## src/pllcc_pkg.sv

```systemverilog
// Constants for the clock generation and divider control block.
// Assumes a 32-bit AXI4-Lite register bus; every register is one aligned word.
package pllcc_pkg;

  // ----------------------------------------------------------------
  // Register byte addresses
  // ----------------------------------------------------------------
  localparam logic [7:0] PLLCC_OFS_PLL_CONTROL_REG  = 8'h00;
  localparam logic [7:0] PLLCC_OFS_DIV      = 8'h04;
  localparam logic [7:0] PLLCC_OFS_REG_CTL  = 8'h08;
  localparam logic [7:0] PLLCC_OFS_SDR_CTL  = 8'h0C;
  localparam logic [7:0] PLLCC_OFS_AMG_CTL  = 8'h10;
  localparam logic [7:0] PLLCC_OFS_STATUS   = 8'h14;

  // ----------------------------------------------------------------
  // Field positions
  // ----------------------------------------------------------------
  localparam int PLLCC_MULT_LSB   = 0;   // Multiplier code, 6 bits, 0 means 64
  localparam int PLLCC_MULT_W     = 6;
  localparam int PLLCC_HALF_BIT   = 6;   // Halve the reference before the VCO
  localparam int PLLCC_BYPASS_BIT = 8;
  localparam int PLLCC_SLEEP_BIT  = 10;  // Write-one request, reads zero
  localparam int PLLCC_DEEP_BIT   = 11;  // Write-one request, reads zero
  localparam int PLLCC_SYS_LSB    = 0;   // System divide field
  localparam int PLLCC_CORE_LSB   = 4;   // Core divide field
  localparam int PLLCC_BUFEN_BIT  = 0;   // Buffered reference output enable
  localparam int PLLCC_OUTEN_BIT  = 0;   // System clock pin enable

  // ----------------------------------------------------------------
  // Reset values
  // ----------------------------------------------------------------
  localparam logic [5:0] PLLCC_RST_MULT   = 6'h0A;
  localparam logic       PLLCC_RST_HALF   = 1'b0;
  localparam logic       PLLCC_RST_BYPASS = 1'b0;
  localparam logic [3:0] PLLCC_RST_SYS    = 4'h5;
  localparam logic [1:0] PLLCC_RST_CORE   = 2'h0;
  localparam logic       PLLCC_RST_BUFEN  = 1'b1;
  localparam logic       PLLCC_RST_OUTEN  = 1'b1;

  // ----------------------------------------------------------------
  // Bus answers and modes
  // ----------------------------------------------------------------
  localparam logic [1:0] PLLCC_RESP_OKAY   = 2'b00;
  localparam logic [1:0] PLLCC_RESP_SLVERR = 2'b10;

  typedef enum logic [3:0] {
    PLLCC_FULL_ON    = 4'b0001,
    PLLCC_ACTIVE     = 4'b0010,
    PLLCC_SLEEP      = 4'b0100,
    PLLCC_DEEP_SLEEP = 4'b1000
  } pllcc_mode_e;

endpackage

```

## src/pllcc_top.sv

```systemverilog
// Clock generation control: multiplier, core and system dividers, power modes, pins.
// Assumes aclk stands for the VCO output; ref_clock_in is sampled on aclk.
//
// Contract
// - The multiplier is programmable from 0.5x to 64x of the reference clock.
// - The multiplier resets to 10x and changes only by a write to the PLL control register.
// - Core and system clocks both derive from the reference clock, through the PLL except in bypass, where they take it directly.
// - A divider write changes core and system rates, each at its own divider's next wrap, with no lock wait.
// - The 4-bit system field divides the VCO by its binary value, 1 to 15.
// - The 2-bit core field divides the VCO by 1, 2, 4 or 8.
// - Peripherals take their clock from the system divider, never the core divider.
// - The buffered pin copies the reference, is on after reset, and has a regulator bit.
// - The system clock pin follows the system clock, on after reset, off via memory regs.
// - With bypass set and outside the sleep modes, both clocks run at the reference rate; a new multiplier waits.
// - Sleep stops the core clock while the PLL and system clock keep running.
// - Deep sleep stops both clocks until reset or a real-time-clock wake.
//
// The register addresses and the AXI4-Lite slave port were chosen for this implementation.
`timescale 1ns/1ps
module pllcc_top #(
  parameter int SYS_DIV_W  = 4,
  parameter int CORE_DIV_W = 2
) (
  input  wire logic                    aclk,
  input  wire logic                    aresetn,
  input  wire logic [7:0]              s_axi_awaddr,
  input  wire logic                    s_axi_awvalid,
  output logic                         s_axi_awready,
  input  wire logic [31:0]             s_axi_wdata,
  input  wire logic [3:0]              s_axi_wstrb,
  input  wire logic                    s_axi_wvalid,
  output logic                         s_axi_wready,
  output logic [1:0]                   s_axi_bresp,
  output logic                         s_axi_bvalid,
  input  wire logic                    s_axi_bready,
  input  wire logic [7:0]              s_axi_araddr,
  input  wire logic                    s_axi_arvalid,
  output logic                         s_axi_arready,
  output logic [31:0]                  s_axi_rdata,
  output logic [1:0]                   s_axi_rresp,
  output logic                         s_axi_rvalid,
  input  wire logic                    s_axi_rready,
  input  wire logic                    ref_clock_in,
  input  wire logic                    wake_event,
  input  wire logic                    rtc_wake,
  output logic                         core_clock,
  output logic                         core_tick,
  output logic                         sys_clock,
  output logic                         sys_tick,
  output logic                         system_clock_out,
  output logic                         buffered_ref_out,
  output pllcc_pkg::pllcc_mode_e       power_mode
);
  import pllcc_pkg::*;

  localparam int CCNT_W = (1 << CORE_DIV_W) - 1;

  if (SYS_DIV_W != 4 || CORE_DIV_W != 2)
  begin : g_bad_params
    $error("pllcc_top: divider fields must be 4 and 2 bits wide");
  end

  // ----------------------------------------------------------------
  // Register bus and control registers
  // ----------------------------------------------------------------
  logic                      aw_got_q, aw_got_d, w_got_q, w_got_d;
  logic [7:0]                aw_addr_q, aw_addr_d;
  logic [31:0]               w_data_q, w_data_d;
  logic [3:0]                w_strb_q, w_strb_d;
  logic                      awready_d, wready_d, bvalid_d, arready_d, rvalid_d;
  logic [1:0]                bresp_d, rresp_d;
  logic [31:0]               rdata_d;
  logic [PLLCC_MULT_W-1:0]   mult_q, mult_d;
  logic                      half_q, half_d, bypass_q, bypass_d;
  logic                      sleep_req_q, sleep_req_d, deep_req_q, deep_req_d;
  logic [SYS_DIV_W-1:0]      sys_sel_q, sys_sel_d;
  logic [CORE_DIV_W-1:0]     core_sel_q, core_sel_d;
  logic                      bufen_q, bufen_d, sdr_en_q, sdr_en_d, amg_en_q, amg_en_d;
  logic [31:0]               wmask, old_word, new_word;
  logic                      do_write;
  logic [SYS_DIV_W-1:0]      sys_div_q, sys_div_d, sys_cnt_q, sys_cnt_d, sys_half;
  logic [CORE_DIV_W-1:0]     core_sel_act_q, core_sel_act_d;

  always_comb
  begin
    aw_got_d    = aw_got_q;
    w_got_d     = w_got_q;
    aw_addr_d   = aw_addr_q;
    w_data_d    = w_data_q;
    w_strb_d    = w_strb_q;
    awready_d   = s_axi_awready;
    wready_d    = s_axi_wready;
    bvalid_d    = s_axi_bvalid;
    bresp_d     = s_axi_bresp;
    arready_d   = s_axi_arready;
    rvalid_d    = s_axi_rvalid;
    rresp_d     = s_axi_rresp;
    rdata_d     = s_axi_rdata;
    mult_d      = mult_q;
    half_d      = half_q;
    bypass_d    = bypass_q;
    sys_sel_d   = sys_sel_q;
    core_sel_d  = core_sel_q;
    bufen_d     = bufen_q;
    sdr_en_d    = sdr_en_q;
    amg_en_d    = amg_en_q;
    sleep_req_d = 1'b0;
    deep_req_d  = 1'b0;
    wmask       = {{8{w_strb_q[3]}}, {8{w_strb_q[2]}}, {8{w_strb_q[1]}}, {8{w_strb_q[0]}}};
    old_word    = 32'h0000_0000;
    do_write    = aw_got_q && w_got_q && !s_axi_bvalid;
    // Address and data are taken in either order, held until both are present
    if (s_axi_awvalid && s_axi_awready)
    begin
      aw_got_d  = 1'b1;
      aw_addr_d = s_axi_awaddr;
      awready_d = 1'b0;
    end
    if (s_axi_wvalid && s_axi_wready)
    begin
      w_got_d  = 1'b1;
      w_data_d = s_axi_wdata;
      w_strb_d = s_axi_wstrb;
      wready_d = 1'b0;
    end
    unique case (aw_addr_q)
      PLLCC_OFS_PLL_CONTROL_REG: old_word = {23'h00_0000, bypass_q, 1'b0, half_q, mult_q};
      PLLCC_OFS_DIV:     old_word = {26'h000_0000, core_sel_q, sys_sel_q};
      PLLCC_OFS_REG_CTL: old_word = {31'h0000_0000, bufen_q};
      PLLCC_OFS_SDR_CTL: old_word = {31'h0000_0000, sdr_en_q};
      PLLCC_OFS_AMG_CTL: old_word = {31'h0000_0000, amg_en_q};
      default:           old_word = 32'h0000_0000;
    endcase
    new_word = (old_word & ~wmask) | (w_data_q & wmask);
    if (do_write)
    begin
      bvalid_d  = 1'b1;
      bresp_d   = PLLCC_RESP_OKAY;
      aw_got_d  = 1'b0;
      w_got_d   = 1'b0;
      unique case (aw_addr_q)
        PLLCC_OFS_PLL_CONTROL_REG:
        begin
          mult_d      = new_word[PLLCC_MULT_LSB +: PLLCC_MULT_W];
          half_d      = new_word[PLLCC_HALF_BIT];
          bypass_d    = new_word[PLLCC_BYPASS_BIT];
          sleep_req_d = new_word[PLLCC_SLEEP_BIT] & wmask[PLLCC_SLEEP_BIT];
          deep_req_d  = new_word[PLLCC_DEEP_BIT] & wmask[PLLCC_DEEP_BIT];
        end
        PLLCC_OFS_DIV:
        begin
          // A zero system code keeps the ratio in force
          if (new_word[PLLCC_SYS_LSB +: SYS_DIV_W] != '0)
          begin
            sys_sel_d = new_word[PLLCC_SYS_LSB +: SYS_DIV_W];
          end
          core_sel_d = new_word[PLLCC_CORE_LSB +: CORE_DIV_W];
        end
        PLLCC_OFS_REG_CTL: bufen_d  = new_word[PLLCC_BUFEN_BIT];
        PLLCC_OFS_SDR_CTL: sdr_en_d = new_word[PLLCC_OUTEN_BIT];
        PLLCC_OFS_AMG_CTL: amg_en_d = new_word[PLLCC_OUTEN_BIT];
        PLLCC_OFS_STATUS:  bresp_d  = PLLCC_RESP_OKAY;
        default:           bresp_d  = PLLCC_RESP_SLVERR;
      endcase
    end
    if (s_axi_bvalid && s_axi_bready)
    begin
      bvalid_d  = 1'b0;
      awready_d = 1'b1;
      wready_d  = 1'b1;
    end
    if (s_axi_arvalid && s_axi_arready)
    begin
      arready_d = 1'b0;
      rvalid_d  = 1'b1;
      rresp_d   = PLLCC_RESP_OKAY;
      unique case (s_axi_araddr)
        PLLCC_OFS_PLL_CONTROL_REG: rdata_d = {23'h00_0000, bypass_q, 1'b0, half_q, mult_q};
        PLLCC_OFS_DIV:     rdata_d = {26'h000_0000, core_sel_q, sys_sel_q};
        PLLCC_OFS_REG_CTL: rdata_d = {31'h0000_0000, bufen_q};
        PLLCC_OFS_SDR_CTL: rdata_d = {31'h0000_0000, sdr_en_q};
        PLLCC_OFS_AMG_CTL: rdata_d = {31'h0000_0000, amg_en_q};
        PLLCC_OFS_STATUS:  rdata_d = {21'h00_0000, sys_div_q, 1'b0, core_sel_act_q, power_mode};
        default:
        begin
          rdata_d = 32'h0000_0000;
          rresp_d = PLLCC_RESP_SLVERR;
        end
      endcase
    end
    if (s_axi_rvalid && s_axi_rready)
    begin
      rvalid_d  = 1'b0;
      arready_d = 1'b1;
    end
  end

  // ----------------------------------------------------------------
  // Power modes and dividers
  // ----------------------------------------------------------------
  pllcc_mode_e               mode_d;
  logic [PLLCC_MULT_W-1:0]   mult_act_q, mult_act_d;
  logic                      half_act_q, half_act_d;
  logic [CCNT_W-1:0]         core_cnt_q, core_cnt_d, core_last;
  logic                      ref_q, ref_prev_q, ref_rise;
  logic                      core_clock_d, core_tick_d, sys_clock_d, sys_tick_d;
  logic                      vco_core_lvl, vco_sys_lvl;

  always_comb
  begin
    mode_d         = power_mode;
    mult_act_d     = mult_act_q;
    half_act_d     = half_act_q;
    sys_div_d      = sys_div_q;
    sys_cnt_d      = sys_cnt_q + 1'b1;
    core_sel_act_d = core_sel_act_q;
    core_cnt_d     = core_cnt_q + 1'b1;
    core_last      = CCNT_W'((1 << core_sel_act_q) - 1);
    ref_rise       = ref_q && !ref_prev_q;
    unique case (power_mode)
      PLLCC_FULL_ON:
        if (deep_req_q)          mode_d = PLLCC_DEEP_SLEEP;
        else if (sleep_req_q)    mode_d = PLLCC_SLEEP;
        else if (bypass_q)       mode_d = PLLCC_ACTIVE;
      PLLCC_ACTIVE:
        if (deep_req_q)          mode_d = PLLCC_DEEP_SLEEP;
        else if (sleep_req_q)    mode_d = PLLCC_SLEEP;
        else if (!bypass_q)      mode_d = PLLCC_FULL_ON;
      PLLCC_SLEEP:
        if (wake_event)          mode_d = bypass_q ? PLLCC_ACTIVE : PLLCC_FULL_ON;
      PLLCC_DEEP_SLEEP:
        if (rtc_wake)            mode_d = PLLCC_ACTIVE;
    endcase
    // The multiplier reaches the VCO only outside bypass
    if (!bypass_q)
    begin
      mult_act_d = mult_q;
      half_act_d = half_q;
    end
    // New ratios load only at the wrap, so no shortened phase appears
    if (sys_cnt_q == sys_div_q - 1'b1)
    begin
      sys_cnt_d = '0;
      sys_div_d = sys_sel_q;
    end
    if (core_cnt_q == core_last)
    begin
      core_cnt_d     = '0;
      core_sel_act_d = core_sel_q;
    end
    sys_half     = SYS_DIV_W'(({1'b0, sys_div_q} + 1'b1) >> 1);
    vco_sys_lvl  = sys_cnt_d < sys_half;
    vco_core_lvl = core_cnt_d <= (core_last >> 1);
    // The active mode runs both clocks from the reference; every other mode from the VCO
    if (mode_d == PLLCC_ACTIVE)
    begin
      core_clock_d = ref_q;
      core_tick_d  = ref_rise;
      sys_clock_d  = ref_q;
      sys_tick_d   = ref_rise;
    end
    else
    begin
      core_clock_d = vco_core_lvl;
      core_tick_d  = core_cnt_d == '0;
      sys_clock_d  = vco_sys_lvl;
      sys_tick_d   = sys_cnt_d == '0;
    end
    if (mode_d == PLLCC_SLEEP || mode_d == PLLCC_DEEP_SLEEP)
    begin
      core_clock_d = 1'b0;
      core_tick_d  = 1'b0;
    end
    if (mode_d == PLLCC_DEEP_SLEEP)
    begin
      sys_clock_d = 1'b0;
      sys_tick_d  = 1'b0;
    end
  end

  // ----------------------------------------------------------------
  // State registers
  // ----------------------------------------------------------------
  always_ff @(posedge aclk)
  begin
    if (!aresetn)
    begin
      aw_got_q         <= 1'b0;
      w_got_q          <= 1'b0;
      aw_addr_q        <= 8'h00;
      w_data_q         <= 32'h0000_0000;
      w_strb_q         <= 4'h0;
      s_axi_awready    <= 1'b1;
      s_axi_wready     <= 1'b1;
      s_axi_bvalid     <= 1'b0;
      s_axi_bresp      <= PLLCC_RESP_OKAY;
      s_axi_arready    <= 1'b1;
      s_axi_rvalid     <= 1'b0;
      s_axi_rresp      <= PLLCC_RESP_OKAY;
      s_axi_rdata      <= 32'h0000_0000;
      mult_q           <= PLLCC_RST_MULT;
      half_q           <= PLLCC_RST_HALF;
      bypass_q         <= PLLCC_RST_BYPASS;
      sleep_req_q      <= 1'b0;
      deep_req_q       <= 1'b0;
      sys_sel_q        <= PLLCC_RST_SYS;
      core_sel_q       <= PLLCC_RST_CORE;
      bufen_q          <= PLLCC_RST_BUFEN;
      sdr_en_q         <= PLLCC_RST_OUTEN;
      amg_en_q         <= PLLCC_RST_OUTEN;
      power_mode       <= PLLCC_FULL_ON;
      mult_act_q       <= PLLCC_RST_MULT;
      half_act_q       <= PLLCC_RST_HALF;
      sys_div_q        <= PLLCC_RST_SYS;
      sys_cnt_q        <= '0;
      core_sel_act_q   <= PLLCC_RST_CORE;
      core_cnt_q       <= '0;
      ref_q            <= 1'b0;
      ref_prev_q       <= 1'b0;
      core_clock       <= 1'b0;
      core_tick        <= 1'b0;
      sys_clock        <= 1'b0;
      sys_tick         <= 1'b0;
      system_clock_out <= 1'b0;
      buffered_ref_out <= 1'b0;
    end
    else
    begin
      aw_got_q         <= aw_got_d;
      w_got_q          <= w_got_d;
      aw_addr_q        <= aw_addr_d;
      w_data_q         <= w_data_d;
      w_strb_q         <= w_strb_d;
      s_axi_awready    <= awready_d;
      s_axi_wready     <= wready_d;
      s_axi_bvalid     <= bvalid_d;
      s_axi_bresp      <= bresp_d;
      s_axi_arready    <= arready_d;
      s_axi_rvalid     <= rvalid_d;
      s_axi_rresp      <= rresp_d;
      s_axi_rdata      <= rdata_d;
      mult_q           <= mult_d;
      half_q           <= half_d;
      bypass_q         <= bypass_d;
      sleep_req_q      <= sleep_req_d;
      deep_req_q       <= deep_req_d;
      sys_sel_q        <= sys_sel_d;
      core_sel_q       <= core_sel_d;
      bufen_q          <= bufen_d;
      sdr_en_q         <= sdr_en_d;
      amg_en_q         <= amg_en_d;
      power_mode       <= mode_d;
      mult_act_q       <= mult_act_d;
      half_act_q       <= half_act_d;
      sys_div_q        <= sys_div_d;
      sys_cnt_q        <= sys_cnt_d;
      core_sel_act_q   <= core_sel_act_d;
      core_cnt_q       <= core_cnt_d;
      ref_q            <= ref_clock_in;
      ref_prev_q       <= ref_q;
      core_clock       <= core_clock_d;
      core_tick        <= core_tick_d;
      sys_clock        <= sys_clock_d;
      sys_tick         <= sys_tick_d;
      system_clock_out <= sys_clock_d & (sdr_en_q | amg_en_q);
      buffered_ref_out <= ref_clock_in & bufen_q;
    end
  end

endmodule // pllcc_top

```

## config.mk

```make
export PLATFORM = sky130hd
export DESIGN_NAME = pllcc_top
export DESIGN_NICKNAME = d
export VERILOG_FILES = /design/src/pllcc_pkg.sv /design/src/pllcc_top.sv
export SDC_FILE = /design/constraint.sdc
export NUM_CORES = 1
export LEC_CHECK = 0
export BUFFER_PORTS_ARGS = -buffer_cell sky130_fd_sc_hd__buf_2
export CELL_PAD_IN_SITES_DETAIL_PLACEMENT = 2
export CELL_PAD_IN_SITES_GLOBAL_PLACEMENT = 2
export CORE_UTILIZATION = 30
export DETAILED_ROUTE_END_ITERATION = 10
export HOLD_SLACK_MARGIN = 0.02
export PLACE_DENSITY_LB_ADDON = 0.25
export SYNTH_ARGS = -nofsm -noshare
export SYNTH_HDL_FRONTEND = slang
export SYNTH_SLANG_ARGS = --single-unit
```

## constraint.sdc

```tcl
create_clock -name aclk -period 3.6 [get_ports aclk]
set_input_delay 0.36 -clock aclk [delete_from_list [all_inputs] [get_ports aclk]]
set_output_delay 0.36 -clock aclk [all_outputs]
set_load 0.02 [all_outputs]
```

==> parameters.txt <==
Parameter                              Value

Status
  Outcome ... complete, no violations

Worst setup path
  Crit-path max FO ... 8
  Max stage delay on crit path ... between 0.4 and 0.5 ns
  R2R cell count ... 13
  Data required time of the worst path ... about 3.9 ns
  Launching instance or port of the critical path ... sys_div_q[0]
  Worst setup path category ... reg -> reg
  Family with the most delay on the worst path ... compound AO/OA/AOI/OAI gates
  Crit Reg-Reg Endpoint ... system_clock_out
  Slowest CP cell ... dfxtp_1
  Worst path arrival time ... ~3.5 ns
  Timing endpoint of the critical path ... system_clock_out
  Count of buffer and inverter cells on the critical path ... 2
  Number of logic stages on the critical path including buffering ... 13
  Startpoint class of the critical path ... register
  R2R setup slack ... ~0.38 ns
  Reg-to-Reg Start ... sys_div_q[0]
  Crit. End Element ... register
  Critical Path, Cell by Cell ... inv_1, ha_1, xor2_1, nand4b_1, o22a_1, inv_1, nor2_1, ha_1, a21o_1, a21o_1, a211oi_1, mux2i_1, nor3_1

Yosys
  Area share of the largest cell type after synthesis ... approximately two fifths
  Synthesized area per cell ... 8.55 µm²
  Area leader, netlist ... dfxtp_1
  Most used standard cell by instance count after synthesis ... dfxtp_1
  Top cells by count, synth ... dfxtp_1, nand2_1, nor2_1, a21boi_0, buf_4
  Yosys warning total ... 0
  Commonest register cell after synthesis ... dfxtp_1
  Area of the mapped netlist ... ~0.0042 mm²
  Fraction of registers with async set or reset after synthesis ... 0%
  FF+latch count, synth ... 84
  Synth unique cells ... between 50 and 60
  Mapped Cells ... 495
  Register area share after synthesis ... 39.7%
  Post-synth EDFFs ... 0
  Top area cells in the synthesized netlist ... dfxtp_1, nand2_1, mux2i_1, a21boi_0, buf_4

Clocking
  Number of buffers added to fix hold violations after cts ... 0
  CTS tree ... built
  Number of clock buffers inserted by TritonCTS ... 9
  Number of levels the H-tree was split into ... 3
  Sink count of the clock tree ... between 80 and 90
  Clock insertion delay at the later pin of the skew report ... 0.35 ns
  Cells resized by post-CTS repair ... 0
  Post-CTS setup repair buffer count ... 0
  Maximum clock insertion buffer count ... 2
  Clock-pin slew on the worst setup and hold paths ... roughly 0.06 ns
  Master cell of the clock root buffer ... clkbuf_16

STA
  Achievable frequency ... between 0.3 and 0.4 GHz
  Remaining max-slew budget at the tightest pin ... 45.4%
  Slew of the pin with the lowest slew margin ... roughly 0.8 ns
  Number of setup violations in the final report ... 0
  Final min period ... ~3.2 ns
  Final worst path period share ... a little under 90%
  Setup TNS Final ... 0 ns
  Fin. max-slew vios ... 0
  Unrepaired setup endpoints after global routing ... false
  Endpoints failing hold ... 0
  PnR worst setup slack ... about 0.38 ns
  Clk_skew ... between 0.004 and 0.005 ns

Global routing
  Global-route wire length before repair ... between 15 and 20 mm
  Grt met1 use ... between 20% and 30%
  Vias in the first global route ... ~3,800
  Global-route congestion overflow total ... 0
  Gr usage total ... 17.7%
  Maximum number of pins on one net before global-route repair ... 44
  Number of antenna violations at the first check in global routing ... 0
  Met2 capacity usage during global routing ... between 30% and 40%
  Global-route track usage on met3 ... ~4.4%
  Most utilized layer in the global route result ... met2

Detailed routing
  Final routed DRC violation total ... 0
  Number of nets with antenna violations after detailed routing ... 0
  Post-detailed-routing wire length ... 12.1 mm
  Final routed wire length divided by cell count ... around 17 µm
  Detailed Routing Iterations Pass 1 ... 4
  Count of routing violations after the opening detailed-route iteration ... 164
  Routed vias ... 3,653
  Via-per-instance ratio ... roughly 5.0

Hold path
  Path class of the lowest-slack min-delay path ... in -> reg

Finish
  Synthesis-to-layout area growth ... 15.0%
  Multi-input combinational cell area ... 0.00228 mm²
  Net count, final ... just over 600
  Fillers ... 1,613
  Ratio of cells with drive above 1 in the final layout ... 17.1%
  Count of inserted antenna diode cells ... 0
  Register cell area after layout ... approximately 0.0017 mm²

Die
  Number of primary I/O pins ... between 100 and 150
  Starting density of the core ... between 30% and 40%
  Die Span Y ... 121 µm
  CORE AREA ... ~0.014 mm²
  FP Rows ... 43
  Horizontal die dimension ... 121 µm
  Total die area ... 0.0146 mm²

Place
  Final weighted congestion in routability-driven placement ... roughly 0.80
  Worst setup slack before clock tree synthesis ... between 0.4 and 0.5 ns
  Quantity of I/O buffers inserted on ports ... 65
  HPWL reported at the end of detailed placement ... between 9 and 10 mm

Power
  Pwr/cell area ... slightly above 500 mW/mm²
  Internal Power ... 1740 µW
  Switching Power ... 751 µW
  Overall power consumption ... 2490 µW
  Sequential power share ... a little over two fifths
  Reported leakage power ... about 0.0020 µW
  Combinational power share ... about a fifth
  Net Sw Frac ... roughly 30%
  Worst ir drop on vdd ... between 0.0002 and 0.0003 V
  Power share of the clock group ... roughly 37%

Flow run
  Number of violations of the max-capacitance limit ... 0
[state kept, by name, summed over array words and instances (netlist names), 2 cells and up]
name            count
s_axi_rdata        11
w_strb_q            2
core_sel_q          2
sys_cnt_q           4
power_mode          4
mult_q              6
sys_sel_q           4
core_sel_act_q      2
sys_div_q           4
aw_addr_q           8
core_cnt_q          3
w_data_q           10
[final cells by class]
type,instances,share of cell area (%)
Sequential cell,84,34.5
Clock inverter,5,1.08
Inverter,14,1.08
Clock buffer,10,4.91
Multi-Input combinational cell,372,46.9
Timing Repair Buffer,66,6.84
Tap cell,180,4.63
[layer usage]
metal	wire length, µm	part of all wire, %
met1	5440	45
met2	6100	50
met3	439	3.6
met4	146	1.2
met5	0	0
[worst register-to-register path, cell delays in order (launching register included)]
cell and delay (ns):
dfxtp_1 0.45, inv_1 0.11, ha_1 0.34, xor2_1 0.21, nand4b_1 0.12, o22a_1 0.32, inv_1 0.27, nor2_1 0.11
ha_1 0.33, a21o_1 0.17, a21o_1 0.18, a211oi_1 0.24, mux2i_1 0.15, nor3_1 0.17
[per-stage QoR]
step,hold slack [ns],std cells,area [µm²],utilization (%)
final,0.220,731,4870,35.2
after global routing,0.236,731,4870,35.2
after CTS,0.206,731,4870,35.2
after detailed placement,0.466,716,4580,33.1
after global placement,0.455,716,4580,33.1
after floorplan,0.439,517,4320,-
[cell usage in the layout, fill, tap and decap left out, types with 2 or more instances in the layout]
| cell | synthesis | final |
|---|---|---|
| nand3b_1 | 3 | 3 |
| ha_1 | 8 | 8 |
| clkbuf_16 | 0 | 9 |
| nand3_1 | 18 | 18 |
| a31oi_1 | 3 | 3 |
| inv_1 | 14 | 14 |
| nor2b_1 | 16 | 16 |
| o31ai_1 | 3 | 3 |
| a21oi_1 | 14 | 14 |
| dfxtp_1 | 84 | 84 |
| nor2_1 | 46 | 46 |
| o21ai_0 | 15 | 15 |
| a21boi_0 | 25 | 25 |
| conb_1 | 1 | 23 |
| o21ai_1 | 2 | 2 |
| nand2_1 | 74 | 74 |
| xor2_1 | 6 | 6 |
| mux2i_1 | 20 | 20 |
| a32oi_1 | 4 | 4 |
| and2_1 | 8 | 8 |
| nand2b_1 | 2 | 2 |
| and4_1 | 2 | 2 |
| a22oi_1 | 6 | 6 |
| a22o_1 | 2 | 2 |
| nor3b_1 | 9 | 9 |
| or2_2 | 2 | 2 |
| nand4b_1 | 2 | 2 |
| buf_2 | 3 | 65 |
| o211ai_1 | 3 | 3 |
| a211oi_1 | 2 | 2 |
| mux4_2 | 2 | 2 |
| clkinv_2 | 0 | 3 |
| xnor2_1 | 7 | 7 |
| a21o_1 | 2 | 2 |
| nand4_1 | 4 | 4 |
| and3_1 | 4 | 4 |
| nor3_1 | 14 | 14 |
[power by group through the flow]
stage          clock network, µW  registers (µW)  logic, µW
6_report                     928            1060        504
5_1_grt                      997            1070        558
4_1_cts                      960            1060        511
3_5_place_dp                   0            1080        506
3_3_place_gp                   0            1080        476
2_1_floorplan                  0            1090        366
[cell families after synthesis]
logic type,synth area share [%]
and+or+nand+nor,24.8
AOI/OAI and AO/OA,16.1
DFF,39.7
buffers and inverters,8.25
muxes,6.06
xor gates and xnor gates,2.69
adders and majority gates,2.36
other,0.0886
[how the worst min path moves through the flow]
stage,depth (start not counted),endpoint,start
finish,2,s_axi_wready,s_axi_wvalid
global route,2,s_axi_arready,s_axi_rready
CTS,2,s_axi_wready,s_axi_wvalid
detailed placement,2,w_data_q[4],w_data_q[4]
global placement,2,w_data_q[0],w_data_q[0]
floorplan,2,w_data_q[10],w_data_q[10]
No activity file was read; power rests on OpenSTA's default activity.
